### src/pcsia_pkg.sv
// Package for the program counter, return stack and indirect addressing block.
// Assumes a single core clock domain; shared by the top and the stack memory.
package pcsia_pkg;
  localparam int PCSIA_PC_W = 13;
  localparam int PCSIA_LOW_W = 8;
  localparam int PCSIA_HIGH_W = 5;
  localparam int PCSIA_STACK_DEPTH = 8;
  localparam int PCSIA_SP_W = 3;
  localparam int PCSIA_DADDR_W = 9;
  localparam int PCSIA_JUMP_W = 11;
  localparam logic [7:0] PCSIA_INDIRECT_PORT_ADDR = 8'h00;
  localparam logic [7:0] PCSIA_INDIRECT_READ_VALUE = 8'h00;
  localparam logic [12:0] PCSIA_PC_RESET = 13'h0000;
  localparam logic [12:0] PCSIA_INT_VECTOR = 13'h0004;
  localparam logic [2:0] PCSIA_SP_RESET = 3'h0;

  // Operation requested by the instruction decoder for one instruction cycle.
  typedef enum logic [2:0] {
    PCSIA_OP_STEP = 3'h0,
    PCSIA_OP_JUMP = 3'h1,
    PCSIA_OP_CALL = 3'h2,
    PCSIA_OP_RET = 3'h3,
    PCSIA_OP_IRQ = 3'h4,
    PCSIA_OP_WRLOW = 3'h5,
    PCSIA_OP_HOLD = 3'h6
  } pcsia_op_t;

  // One request from the decoder.
  typedef struct packed {
    pcsia_op_t op;
    logic [10:0] target;
    logic [7:0] low_data;
  } pcsia_req_t;

  // Indirect access request: data access through a file address.
  typedef struct packed {
    logic rd;
    logic wr;
    logic [7:0] file_addr;
    logic [7:0] wdata;
  } pcsia_dreq_t;

  // Data memory access that results.
  typedef struct packed {
    logic rd;
    logic wr;
    logic [8:0] addr;
    logic [7:0] wdata;
  } pcsia_dacc_t;
endpackage

### src/pcsia_stack_mem.sv
// Return stack storage: depth by width words, one write port, registered read.
// Assumes the caller owns the pointer; no overflow tracking here.
`timescale 1ns/1ps
module pcsia_stack_mem
  import pcsia_pkg::*;
#(
  parameter int DEPTH = PCSIA_STACK_DEPTH,
  parameter int WIDTH = PCSIA_PC_W,
  parameter int AW = PCSIA_SP_W
) (
  input wire logic clk,
  input wire logic rst_n,
  input wire logic wr_en,
  input wire logic [AW-1:0] wr_addr,
  input wire logic [WIDTH-1:0] wr_data,
  input wire logic [AW-1:0] rd_addr,
  output logic [WIDTH-1:0] rd_data
);
  logic [WIDTH-1:0] mem [DEPTH];

  always_ff @(posedge clk) begin
    if (wr_en) begin
      mem[wr_addr] <= wr_data;
    end
  end

  always_ff @(posedge clk or negedge rst_n) begin
    if (!rst_n) begin
      rd_data <= '0;
    end else begin
      rd_data <= mem[rd_addr];
    end
  end
endmodule

### src/pcsia_core.sv
// Program counter, circular return stack and indirect data address former.
// Assumes the decoder issues one request per clock and keeps it legal.
//
// Notes on behaviour
// - Program counter is thirteen bits wide.
// - Low eight bits of the counter read and write like a register.
// - Upper five counter bits load from the high latch on a low byte write.
// - Writing the low byte copies latch bits four to zero upward.
// - Call and jump take top two bits from latch bits four and three.
// - Every reset clears the whole counter.
// - Eight entry, thirteen bit return stack outside program and data space.
// - Stack pointer is internal and invisible to software.
// - Call pushes the counter plus one; accepted interrupt pushes the current counter.
// - Return, literal return and interrupt exit pop into the counter.
// - Push and pop never change the high latch.
// - Stack wraps; ninth push overwrites the first.
// - No overflow or underflow indication exists.
// - Indirect port has no storage; it reaches the pointed location.
// - Reading the port through itself returns zero.
// - Writing the port through itself stores nothing.
// - Indirect address joins bank bit and eight-bit pointer.
`timescale 1ns/1ps
module pcsia_core
  import pcsia_pkg::*;
#(
  parameter logic [12:0] INT_VECTOR = PCSIA_INT_VECTOR
) (
  input wire logic clk,
  input wire logic rst_n,
  input wire pcsia_req_t req,
  input wire logic [7:0] pc_high_latch,
  input wire logic [7:0] file_select_pointer,
  input wire logic indirect_bank_bit,
  input wire pcsia_dreq_t dreq,
  input wire logic [7:0] mem_rdata,
  output logic [12:0] pc,
  output logic [7:0] pc_low_byte_reg,
  output pcsia_dacc_t dacc,
  output logic [7:0] dreq_rdata
);
  logic [PCSIA_SP_W-1:0] sp;
  logic [PCSIA_SP_W-1:0] next_sp;
  logic [12:0] next_pc;
  logic [12:0] top_word;
  logic [12:0] push_word;
  logic push;
  logic pop;
  logic [PCSIA_SP_W-1:0] rd_ptr;
  logic pc_ready;
  logic [12:0] pc_plus;
  logic self_ref;
  logic [8:0] ind_addr;
  logic self_rd;

  assign push = (req.op == PCSIA_OP_CALL) || (req.op == PCSIA_OP_IRQ);
  assign pop = (req.op == PCSIA_OP_RET);
  assign pc_plus = pc + 13'h0001;
  // The return address is the instruction after the call; an interrupt resumes at pc.
  assign push_word = (req.op == PCSIA_OP_CALL) ? pc_plus : pc;

  // Pointer is a plain 3-bit counter; wrapping is natural modulo eight.
  always_comb begin
    next_sp = sp;
    if (push) begin
      next_sp = sp + 3'h1;
    end else if (pop) begin
      next_sp = sp - 3'h1;
    end
  end

  always_ff @(posedge clk or negedge rst_n) begin
    if (!rst_n) begin
      sp <= PCSIA_SP_RESET;
    end else begin
      sp <= next_sp;
    end
  end

  // Read port always tracks the current top so that a pop finds it registered.
  assign rd_ptr = next_sp - 3'h1;

  pcsia_stack_mem #(
    .DEPTH(PCSIA_STACK_DEPTH),
    .WIDTH(PCSIA_PC_W),
    .AW(PCSIA_SP_W)
  ) u_stack (
    .clk(clk),
    .rst_n(rst_n),
    .wr_en(push),
    .wr_addr(sp),
    .wr_data(push_word),
    .rd_addr(rd_ptr),
    .rd_data(top_word)
  );

  // A push followed at once by a pop must see the word just written.
  logic [12:0] last_push;
  logic last_was_push;
  always_ff @(posedge clk or negedge rst_n) begin
    if (!rst_n) begin
      last_push <= PCSIA_PC_RESET;
      last_was_push <= 1'b0;
    end else begin
      last_push <= push_word;
      last_was_push <= push;
    end
  end

  always_ff @(posedge clk or negedge rst_n) begin
    if (!rst_n) begin
      pc_ready <= 1'b0;
    end else begin
      pc_ready <= 1'b1;
    end
  end

  // Next counter value. The high latch is only read here, never written.
  always_comb begin
    next_pc = pc_plus;
    unique case (req.op)
      PCSIA_OP_STEP: begin
        next_pc = pc_plus;
      end
      PCSIA_OP_JUMP, PCSIA_OP_CALL: begin
        next_pc = {pc_high_latch[4:3], req.target};
      end
      PCSIA_OP_RET: begin
        next_pc = last_was_push ? last_push : top_word;
      end
      PCSIA_OP_IRQ: begin
        next_pc = INT_VECTOR;
      end
      PCSIA_OP_WRLOW: begin
        next_pc = {pc_high_latch[4:0], req.low_data};
      end
      PCSIA_OP_HOLD: begin
        next_pc = pc;
      end
      default: begin
        next_pc = pc;
      end
    endcase
  end

  always_ff @(posedge clk or negedge rst_n) begin
    if (!rst_n) begin
      pc <= PCSIA_PC_RESET;
      pc_low_byte_reg <= 8'h00;
    end else begin
      pc <= next_pc;
      pc_low_byte_reg <= next_pc[7:0];
    end
  end

  // Indirect access: the port itself holds nothing and forwards to memory.
  assign ind_addr = {indirect_bank_bit, file_select_pointer};
  assign self_ref = (dreq.file_addr == PCSIA_INDIRECT_PORT_ADDR)
                 && (file_select_pointer == PCSIA_INDIRECT_PORT_ADDR);

  always_ff @(posedge clk or negedge rst_n) begin
    if (!rst_n) begin
      dacc <= '0;
      self_rd <= 1'b0;
    end else begin
      self_rd <= dreq.rd && self_ref;
      if (dreq.file_addr == PCSIA_INDIRECT_PORT_ADDR) begin
        dacc.addr <= ind_addr;
        dacc.rd <= dreq.rd && !self_ref;
        dacc.wr <= dreq.wr && !self_ref;
      end else begin
        dacc.addr <= {indirect_bank_bit, dreq.file_addr};
        dacc.rd <= dreq.rd;
        dacc.wr <= dreq.wr;
      end
      dacc.wdata <= dreq.wdata;
    end
  end

  // Read data is registered; a self-referencing read answers zero.
  always_ff @(posedge clk or negedge rst_n) begin
    if (!rst_n) begin
      dreq_rdata <= 8'h00;
    end else begin
      dreq_rdata <= self_rd ? PCSIA_INDIRECT_READ_VALUE : mem_rdata;
    end
  end
endmodule

### config.mk
export PLATFORM = sky130hd
export DESIGN_NAME = pcsia_core
export DESIGN_NICKNAME = d
export VERILOG_FILES = /design/src/pcsia_pkg.sv /design/src/pcsia_stack_mem.sv /design/src/pcsia_core.sv
export SDC_FILE = /design/constraint.sdc
export NUM_CORES = 1
export LEC_CHECK = 0
export BUFFER_PORTS_ARGS = -buffer_cell sky130_fd_sc_hd__buf_2
export CAP_MARGIN = 20
export CORE_ASPECT_RATIO = 0.6
export CORE_MARGIN = 1
export CORE_UTILIZATION = 50
export DETAILED_ROUTE_END_ITERATION = 8
export PLACE_DENSITY = 0.73
export SYNTH_ARGS = -nofsm -noshare
export SYNTH_HDL_FRONTEND = slang
export SYNTH_SLANG_ARGS = --single-unit
### constraint.sdc
create_clock -name clk -period 3.5 [get_ports clk]
set_input_delay 0 -clock clk [delete_from_list [all_inputs] [get_ports clk]]
set_output_delay 0 -clock clk [all_outputs]
set_load 0.03 [all_outputs]
==> impl_metrics.yaml, run 1 <==
synthesis:
  synth-seq-cells: 175
  yosys_most_used_dff: "edfxtp_1"
  synth_area_per_cell_um2: 13.7
  yosys.area_share.simple_pct: 8.62
  synth_cells: 591
  synthXorXnorAreaFrac_pct: 3.04
  synthArstFlopShare_pct: 40.6
  ys_seq_area_share_pct: 60.4
  synth-compound-area-share_pct: 8.77
  synth.distinct_cells: 57
  synth_top_family_by_area: "multiplexers"
  synth.area.mux_share_pct: 15.0
  yosys_warnings: 0
  synth-edff-count: 104
  syn_area_um2: 8120
  synth_fa_ha_area_share_pct: 0.740
  syn_nets: 662
setup_path:
  timing.rr.start: "sp[1]$_DFF_PN0_"
  cp_cell_sequence: "inv_1, ha_1, a21oi_1, a311oi_1, inv_1, ha_1, xnor2_1, xnor2_4, buf_4, a2111oi_0, a211oi_1"
  cp.arrival_ps: 3360
  path_depth: 11
  crit_family: "compound AO/OA/AOI/OAI gates"
  startpoint: "sp[1]$_DFF_PN0_"
  worstPathRequired_ps: 3780
  max_stage_delay_ps: 570
  end_kind: "flip-flop"
  reg2regPathDepth: 11
  criticalPathCategory: "reg -> reg"
  cpMaxStageDelayCell: "a2111oi_0"
  cp-start-kind: "flip-flop"
  crit_fanout: 26
  path_buf_inv: 3
floorplan:
  start_util_pct: 52.1
  dieArea_um2: 16800
  dieWidth_um: 166
  io_pins: 115
  die_y_um: 101
  std_cell_rows: 35
  fp.coreArea_um2: 15600
outcome:
  violations: "design-rule violations"
  status: "finished with violations"
power_and_ir_drop:
  peakVddDrop_mv: 0.393
  finalPower_mw: 6.66
  power.density_nw_per_um2: 669
  p_leak_nw: 4.10
finish:
  final_cells: 960
  final_net_count: 815
  drive_above_1_share_pct: 28.5
  area_growth_syn_to_layout_pct: 22.5
  fillCellCount: 1121
  final_area_um2: 9940
  layout_common_cells: "111 x buf_2, 104 x edfxtp_1, 79 x mux2i_1"
  diodes: 0
  final_common_cell: "buf_2"
timing:
  final_max_slew_viol_count: 0
  timing.final.crit_period_ps: 3080
  hold_violations: 0
  worst-slew-pin-transition_ps: 916
  max_slew_margin_pct: 38.9
  fin_tns_setup_ps: 0
  timing.final.crit_share_pct: 88.1
  clock.fmax_ghz: 0.324
  fin_skew_ps: 15.2
  rsz0062_at_grt: "false"
  setup_viol: 0
routing:
  wl_per_cell_um: 20.9
  vias: 5651
  drc: 5
  first_iter_violations: 511
  vias_per_cell: 5.89
  firstDrtPassIters: 7
  ant_nets: 0
  routed_wirelength_um: 20100
cts:
  clk_pin_slew_ps: 80
  htree_levels: 4
  cts_tree: "yes"
  cts.sinks: 175
  cts_resized: 0
  cts-root-buf: "clkbuf_16"
  cts_made_buffers: 17
  clk-insertion-delay-late_ps: 440
  clockBufferDepth: 2
placement:
  gp_congestion: 0.854
  port_buffers: 111
  placed_area_um2: 8880
  dpl.hpwl_um: 13100
  dpl.cell_count: 883
global_route:
  grt_start_max_net_pins: 58
  grt_remaining_overflow: 0
  grt_pass1_vias: 5748
  grt_pass1_wl_um: 31200
  antenna_found_initial: 1
  track_usage_pct: 25.0
hold_path:
  holdCritStartpoint: "req[9]"
  hp-class: "in -> reg"
  whs_path_depth: 5
flow_run:
  cap_violations: 0
==> worst reg2reg max path: cells and delay by family, from the launching register on <==
kind                       cells  cell delay (ps)
xor gates and xnor gates       2              460
AOI/OAI and AO/OA              4             1040
buffers and inverters          3              430
adders and majority gates      2              520
DFF                            1              490
==> flip-flops by register name, summed over array words and instances (netlist names) <==
name             cells
last_was_push        1
sp                   3
last_push           13
u_stack.mem        104
pc                  13
dacc                19
u_stack.rd_data     13
dreq_rdata           8
self_rd              1
==> stage by stage <==
| step | hold WS (ps) | worst slack [ps] | util (%) |
|---|---|---|---|
| after global placement | -2.08 | 329 | 57.0 |
| after floorplan | -296 | 365 | - |
| final | 14.6 | 417 | 63.8 |
| after global routing | 40.0 | 199 | 63.8 |
| after detailed placement | 19.6 | 198 | 57.0 |
| after CTS | 10.4 | 197 | 63.7 |
==> worst paths after layout <==
| path | end | slack [ps] |
|---|---|---|
| setup / recovery | u_stack.rd_data[6]$_DFF_PN0_ | 420 |
| hold reg to reg | u_stack.rd_data[12]$_DFF_PN0_ | 600 |
| max in group asynchronous | sp[0]$_DFF_PN0_ | 2300 |
| setup reg to reg | u_stack.rd_data[6]$_DFF_PN0_ | 420 |
| min in group asynchronous | pc[7]$_DFFE_PN0P_ | 110 |
| hold / removal | pc[1]$_DFFE_PN0P_ | 10 |
==> per-layer routing <==
layer	vias up	GRT usage, %	wire [um]
li1	2532	-	-
met2	232	40.2	9540
met4	0	8.83	284
met1	2857	34.1	8820
met3	30	4.99	1460
met5	-	0	0
==> power breakdown <==
group | internal, mW | switching (mW)
registers | 2.51 | 0.182
logic | 0.864 | 1.19
clock network | 0.972 | 0.929
==> Yosys cell counts (8+ instances only) <==
cell	number	area share, %
o22ai_1	9	0.69
nand2_1	28	1.3
edfxtp_1	104	38
xor2_1	9	0.97
clkbuf_1	19	0.88
dfrtp_1	71	22
mux2_2	9	1.2
o21ai_0	8	0.49
a21oi_1	25	1.5
mux4_2	13	3.6
inv_1	11	0.51
and3_1	18	1.4
a211oi_1	13	1.2
buf_4	11	1.0
xnor2_1	16	1.7
a2111oi_0	8	0.86
nor3_1	8	0.49
mux2i_1	79	9.7
buf_2	11	0.68
nor2b_1	11	0.85
nor2_1	23	1.1
==> cell type report <==
cell class,count,area (um^2),share of cell area (%)
clock buffers,17,425,4.28
flip-flops and latches,175,4900,49.3
repair buffers,179,1180,11.9
multi-input cells,360,2960,29.7
well taps,203,254,2.55
clock inverters,15,184,1.85
inverters,11,41.3,0.415
==> cells by family after synthesis <==
kind of cell,after synthesis
AOI/OAI and AO/OA,95
xor gates and xnor gates,26
adders and majority gates,5
buffers and inverters,56
DFF,175
muxes,104
and+or+nand+nor,130
==> repair_timing <==
| item | 4_1_cts | 5_1_grt |
|---|---|---|
| setup buffers | 0 | 0 |
| setup endpoints to repair | 0 | 0 |
| hold buffers | 44 | 0 |
| hold endpoints to repair | 57 | 0 |
No activity file was read; power rests on OpenSTA's default activity.
==> run 2: changes to the inputs <==
--- a/config.mk
+++ b/config.mk
@@ -12,6 +12,7 @@
 export CORE_UTILIZATION = 50
 export DETAILED_ROUTE_END_ITERATION = 8
 export PLACE_DENSITY = 0.73
+export RECOVER_POWER = 25
 export SYNTH_ARGS = -nofsm -noshare
 export SYNTH_HDL_FRONTEND = slang
 export SYNTH_SLANG_ARGS = --single-unit
==> run 2 against run 1 <==
Net effect:
- the run still ends with design-rule violations left
- register-to-register slack got worse by 20 ps
- sequential cell count unchanged
- cell area decreased by 0.65%
- sequential share of layout area increased by 0.32 points
- sequential power about the same
- via count decreased by 0.19%
- wire length decreased by 0.24%
- clock-buffer cell count unchanged
- critical path type unchanged
- largest cell class unchanged
==> impl_metrics.yaml, run 2 (synthesized netlist as in run 1, its figures left out) <==
timing:
  worst-slew-pin-transition_ps: 1400
  timing.final.crit_share_pct: 88.7
  setup_viol: 0
  fin_hold_ws_ps: 16.1
  hold_violations: 0
  clock.fmax_ghz: 0.322
  fin_tns_setup_ps: 0
  rsz0062_at_grt: "false"
  final_max_slew_viol_count: 0
  fin_skew_ps: 14.1
  max_slew_margin_pct: 6.82
  timing.final.crit_period_ps: 3100
global_route:
  grt_remaining_overflow: 0
  grt_pass1_vias: 5748
  grt_start_max_net_pins: 58
  track_usage_pct: 25.0
  grt_pass1_wl_um: 31200
  antenna_found_initial: 1
cts:
  htree_levels: 4
  cts_resized: 0
  clk_pin_slew_ps: 80
  cts_made_buffers: 17
  post-cts-setup-buffers: 0
  cts.sinks: 175
  clk-insertion-delay-late_ps: 430
  cts_tree: "yes"
  clockBufferDepth: 2
  cts-root-buf: "clkbuf_16"
  ctsHoldBuffers: 44
finish:
  drive_above_1_share_pct: 21.9
  diodes: 0
  final_common_cell: "edfxtp_1"
  final_cells: 960
  layout_common_cells: "104 x edfxtp_1, 79 x mux2i_1, 70 x dfrtp_1"
  fillCellCount: 1157
  multiInputGateArea_um2: 2960
  largest-register: "u_stack.mem"
  seq_area_um2: 4900
  area_growth_syn_to_layout_pct: 21.7
  largest_register_ffs: 104
  final_net_count: 815
  top_regs: "u_stack.mem x104, dacc x19"
hold_path:
  hp-class: "in -> reg"
floorplan:
  start_util_pct: 52.1
  io_pins: 115
  fp.coreArea_um2: 15600
  die_y_um: 101
  dieWidth_um: 166
  std_cell_rows: 35
  dieArea_um2: 16800
routing:
  vias_per_cell: 5.88
  routed_wirelength_um: 20100
  ant_nets: 0
  first_iter_violations: 488
  drc: 5
  vias: 5640
  wl_per_cell_um: 20.9
  firstDrtPassIters: 7
placement:
  dpl.cell_count: 883
  gp_congestion: 0.854
  dpl.hpwl_um: 13100
  port_buffers: 111
setup_path:
  cpMaxStageDelayCell: "a2111oi_0"
  worstPathRequired_ps: 3780
  regToRegSetupSlack_ps: 400
  crit_fanout: 26
  cp-start-kind: "flip-flop"
  path_buf_inv: 3
  criticalPathCategory: "reg -> reg"
  crit_family: "compound AO/OA/AOI/OAI gates"
  cp.arrival_ps: 3380
  cp_cell_sequence: "inv_1, ha_1, a21oi_1, a311oi_1, inv_1, ha_1, xnor2_1, xnor2_4, buf_4, a2111oi_0, a211oi_1"
  max_stage_delay_ps: 570
  end_kind: "flip-flop"
outcome:
  violations: "design-rule violations"
  status: "finished with violations"
flow_run:
  cap_violations: 0
power_and_ir_drop:
  p_leak_nw: 3.96
  peakVddDrop_mv: 0.394
  power.density_nw_per_um2: 672
-- run 2: cell types whose count changed in the layout (fill, tap and decap cells not counted), sizes merged --
cell | previous run | this run
buf | 135 | 84
clkbuf | 17 | 68
-- run 2: layout make-up --
class / instances / share of cell area, %
clock buffers: 17 / 4.31
clock inverters: 15 / 1.86
inverters: 11 / 0.418
multi-input cells: 360 / 29.9
flip-flops and latches: 175 / 49.6
well taps: 203 / 2.57
repair buffers: 179 / 11.3
-- run 2: power by group --
part,total [mW],leakage [nW],internal (mW),switching (mW)
logic,2.04,1.88,0.846,1.19
clock network,1.90,0.297,0.973,0.929
registers,2.70,1.78,2.51,0.185
-- run 2: through the flow --
step                instance area, um^2  setup slack, ps  power (mW)  utilization (%)
detailed placement                 8880              198        4.71             57.0
floorplan                          8120              365        4.17                -
CTS                                9930              197        6.64             63.7
global route                       9880              199        6.93             63.4
global placement                   8880              329        4.61             57.0
finish                             9880              396        6.64             63.4
-- run 2: final timing paths --
check                      cells past startpoint                    startpoint                       endpoint
setup / recovery                              11               sp[1]$_DFF_PN0_   u_stack.rd_data[6]$_DFF_PN0_
hold / removal                                 5                        req[9]              pc[1]$_DFFE_PN0P_
setup reg to reg                              11               sp[1]$_DFF_PN0_   u_stack.rd_data[6]$_DFF_PN0_
hold reg to reg                                2  u_stack.mem[4][12]$_DFFE_PP_  u_stack.rd_data[12]$_DFF_PN0_
max in group asynchronous                      3                         rst_n                sp[0]$_DFF_PN0_
min in group asynchronous                      2                         rst_n             pc[10]$_DFFE_PN0P_
-- run 2: worst register-to-register path, delay by kind of cell, from the launching register on --
| kind | cells | cell delay (ps) |
|---|---|---|
| flops | 1 | 490 |
| xor+xnor | 2 | 470 |
| buf+inv | 3 | 420 |
| compound gates | 4 | 1050 |
| fa+ha+maj | 2 | 520 |
-- run 2: layer usage --
| metal | global-route usage (%) | part of all wire, % |
|---|---|---|
| met5 | 0 | 0 |
| met4 | 8.83 | 1.7 |
| met3 | 4.99 | 7.0 |
| met2 | 40.2 | 47 |
| met1 | 34.1 | 44 |
==> run 3: changes to the inputs <==
--- a/config.mk
+++ b/config.mk
@@ -5,14 +5,16 @@
 export SDC_FILE = /design/constraint.sdc
 export NUM_CORES = 1
 export LEC_CHECK = 0
+export ABC_AREA = 0
 export BUFFER_PORTS_ARGS = -buffer_cell sky130_fd_sc_hd__buf_2
 export CAP_MARGIN = 20
 export CORE_ASPECT_RATIO = 0.6
 export CORE_MARGIN = 1
 export CORE_UTILIZATION = 50
 export DETAILED_ROUTE_END_ITERATION = 8
-export PLACE_DENSITY = 0.73
+export PLACE_DENSITY = 0.74
 export RECOVER_POWER = 25
 export SYNTH_ARGS = -nofsm -noshare
 export SYNTH_HDL_FRONTEND = slang
+export SYNTH_HIERARCHICAL = 1
 export SYNTH_SLANG_ARGS = --single-unit
==> run 3 against run 2 <==
Net effect:
- the run ends with max-capacitance violations, max-slew violations left
- fmax up 3.3%
- die area down 8.8%
- hold slack worse by 11 ps
- setup slack better by 98 ps
- cell area down 6.6%
- via count down 12%
- global-route usage up 0.18 points
- register-to-register slack better by 100 ps
- utilization up 2.4 points
- sequential share of layout area up 3.5 points
- critical path type is now in -> reg
==> impl_metrics.yaml, run 3 <==
floorplan:
  dieArea_um2: 15300
  fp.coreArea_um2: 14000
  start_util_pct: 52.6
  std_cell_rows: 33
  dieWidth_um: 159
  die_y_um: 96.2
  io_pins: 115
setup_path:
  cp_cell_sequence: "clkbuf_1, clkbuf_1, nand2b_1, nand2_1, o21ai_0, a22o_1, ha_1, xor2_2, buf_4, mux4_1, mux2_2"
  cp_common_cell: "clkbuf_1"
  cp-start-kind: "input pin"
  path_buf_inv: 3
  worstPathRequired_ps: 3820
  timing.rr.start: "sp[1]$_DFF_PN0_"
  cpMaxStageDelayCell: "clkbuf_1"
  criticalPathCategory: "in -> reg"
  startpoint: "req[20]"
  crit_family: "buffers and inverters"
  crit_fanout: 26
  max_stage_delay_ps: 750
  cp.arrival_ps: 3330
  end_kind: "flip-flop"
synthesis:
  yosys_most_used_dff: "edfxtp_1"
  synth.distinct_cells: 47
  synth-seq-cells: 175
  yosys_warnings: 6
  yosys.area.top_type: "edfxtp_1"
  synth_commonest_cells: "104 x edfxtp_1, 71 x dfrtp_1, 25 x nor2_1"
  ys_seq_area_share_pct: 66.3
  syn_area_um2: 7390
  ys_top_cells_by_area: "edfxtp_1 42%, dfrtp_1 24%, mux4_1 8.5%, mux2_2 2.9%, mux2i_1 1.9%"
  synth_cells: 477
  yosysTopAreaCellShare_pct: 42.3
  synth_area_per_cell_um2: 15.5
  syn_nets: 548
  synthArstFlopShare_pct: 40.6
  synth-edff-count: 104
  yosys.cell_count.top_type: "edfxtp_1"
timing:
  max_slew_margin_pct: -21.2
  setup_viol: 0
  hold_violations: 0
  final_max_slew_viol_count: 72
  clock.fmax_ghz: 0.333
  fin_hold_ws_ps: 5.14
  timing.final.crit_period_ps: 3010
  rsz0062_at_grt: "false"
  worst-slew-pin-transition_ps: 1820
  fin_tns_setup_ps: 0
  fin_skew_ps: 13.8
  timing.final.crit_share_pct: 85.9
global_route:
  track_usage_pct: 25.1
  grt_pass1_wl_um: 27900
  grt_remaining_overflow: 0
  grt_pass1_vias: 4989
  antenna_found_initial: 0
  grt_start_max_net_pins: 72
outcome:
  status: "finished with violations"
  violations: "max-capacitance violations, max-slew violations"
cts:
  htree_levels: 4
  cts_tree: "yes"
  cts_resized: 0
  clockBufferDepth: 2
  clk-insertion-delay-late_ps: 430
  cts.sinks: 175
  post-cts-setup-buffers: 0
  clk_pin_slew_ps: 80
  cts-root-buf: "clkbuf_16"
  ctsHoldBuffers: 56
  cts_made_buffers: 17
placement:
  port_buffers: 111
  dpl.cell_count: 756
  dpl.hpwl_um: 11600
  gp_congestion: 0.940
power_and_ir_drop:
  power.density_nw_per_um2: 696
  p_sw_mw: 2.02
  p_int_mw: 4.41
  peakVddDrop_mv: 0.435
  seq_power_share_pct: 41.5
  p_comb_share_pct: 28.4
  p_leak_nw: 3.60
  sw_frac_of_total_pct: 31.4
  clkPwrFrac_pct: 30.1
finish:
  diodes: 0
  drive_above_1_share_pct: 23.9
  final_cells: 844
  fillCellCount: 990
  final_net_count: 710
  largest_register_ffs: 104
  area_growth_syn_to_layout_pct: 24.9
  layout_common_cells: "104 x edfxtp_1, 82 x buf_2, 71 x dfrtp_1"
  final_common_cell: "edfxtp_1"
  final_core_util_pct: 65.7
  top_regs: "u_stack/mem x104, dacc x19"
  largest-register: "u_stack/mem"
routing:
  ant_nets: 0
  routed_wirelength_um: 18600
  drc: 0
  firstDrtPassIters: 6
  vias: 4971
  first_iter_violations: 669
  vias_per_cell: 5.89
  wl_per_cell_um: 22.1
flow_run:
  cap_violations: 1
hold_path:
  hp-class: "in -> reg"
  holdCritStartpoint: "req[7]"
run 3: power by group through the flow:
stage / Sequential [mW] / Clock, mW / Combinational [mW]
3_3_place_gp: 2.69 / 0 / 1.69
2_1_floorplan: 2.71 / 0 / 1.31
3_5_place_dp: 2.70 / 0 / 1.76
6_report: 2.67 / 1.93 / 1.82
5_1_grt: 2.69 / 2.03 / 1.97
4_1_cts: 2.66 / 1.95 / 1.82
run 3: per-stage QoR:
stage	power [mW]	setup slack (ps)	cell area, um^2
final	6.42	494	9230
after global routing	6.69	347	9230
after CTS	6.43	622	9270
after detailed placement	4.46	676	8100
after global placement	4.38	760	8100
after floorplan	4.02	831	7390
run 3: worst register-to-register path: stages (launching register included):
cell     delay [ps]
dfrtp_1         540
inv_1            90
ha_1            310
nand3_1         120
o21ai_0         170
a22o_1          300
ha_1            230
xor2_2          150
buf_4           340
mux4_1          360
mux2_2          290
run 3: layout make-up:
| type | count | area, um^2 | area share, % |
|---|---|---|---|
| flip-flops and latches | 175 | 4900 | 53.1 |
| multi-input cells | 258 | 2290 | 24.8 |
| repair buffers | 178 | 1160 | 12.6 |
| clock buffers | 17 | 425 | 4.61 |
| well taps | 192 | 240 | 2.60 |
| clock inverters | 15 | 180 | 1.95 |
| inverters | 9 | 33.8 | 0.366 |
run 3: metal layers:
layer	vias up	track usage, %	wire, um
met5	-	0	0
met4	0	8.09	370
met3	41	7.15	1640
met2	254	39.9	8760
met1	2538	34.0	7860
li1	2138	-	-
run 3: cells by family after synthesis:
logic type | after synthesis | synth area share (%)
AOI/OAI and AO/OA | 71 | 6.25
xor gates and xnor gates | 25 | 2.96
muxes | 59 | 13.9
DFF | 175 | 66.3
adders and majority gates | 4 | 0.677
buffers and inverters | 44 | 3.05
and+or+nand+nor | 99 | 6.82
run 3: worst paths after layout:
path                            slack (ps)                      endpoint  depth (start not counted)
min in group asynchronous              600             dacc[0]$_DFF_PN0_                          2
worst max register to register         500  u_stack/rd_data[6]$_DFF_PN0_                         10
worst max-delay path                   490  u_stack/rd_data[6]$_DFF_PN0_                         11
worst min-delay path                     5             pc[7]$_DFFE_PN0P_                          4
worst min register to register         600               sp[2]$_DFF_PN0_                          1
max in group asynchronous             1800  u_stack/rd_data[1]$_DFF_PN0_                          2
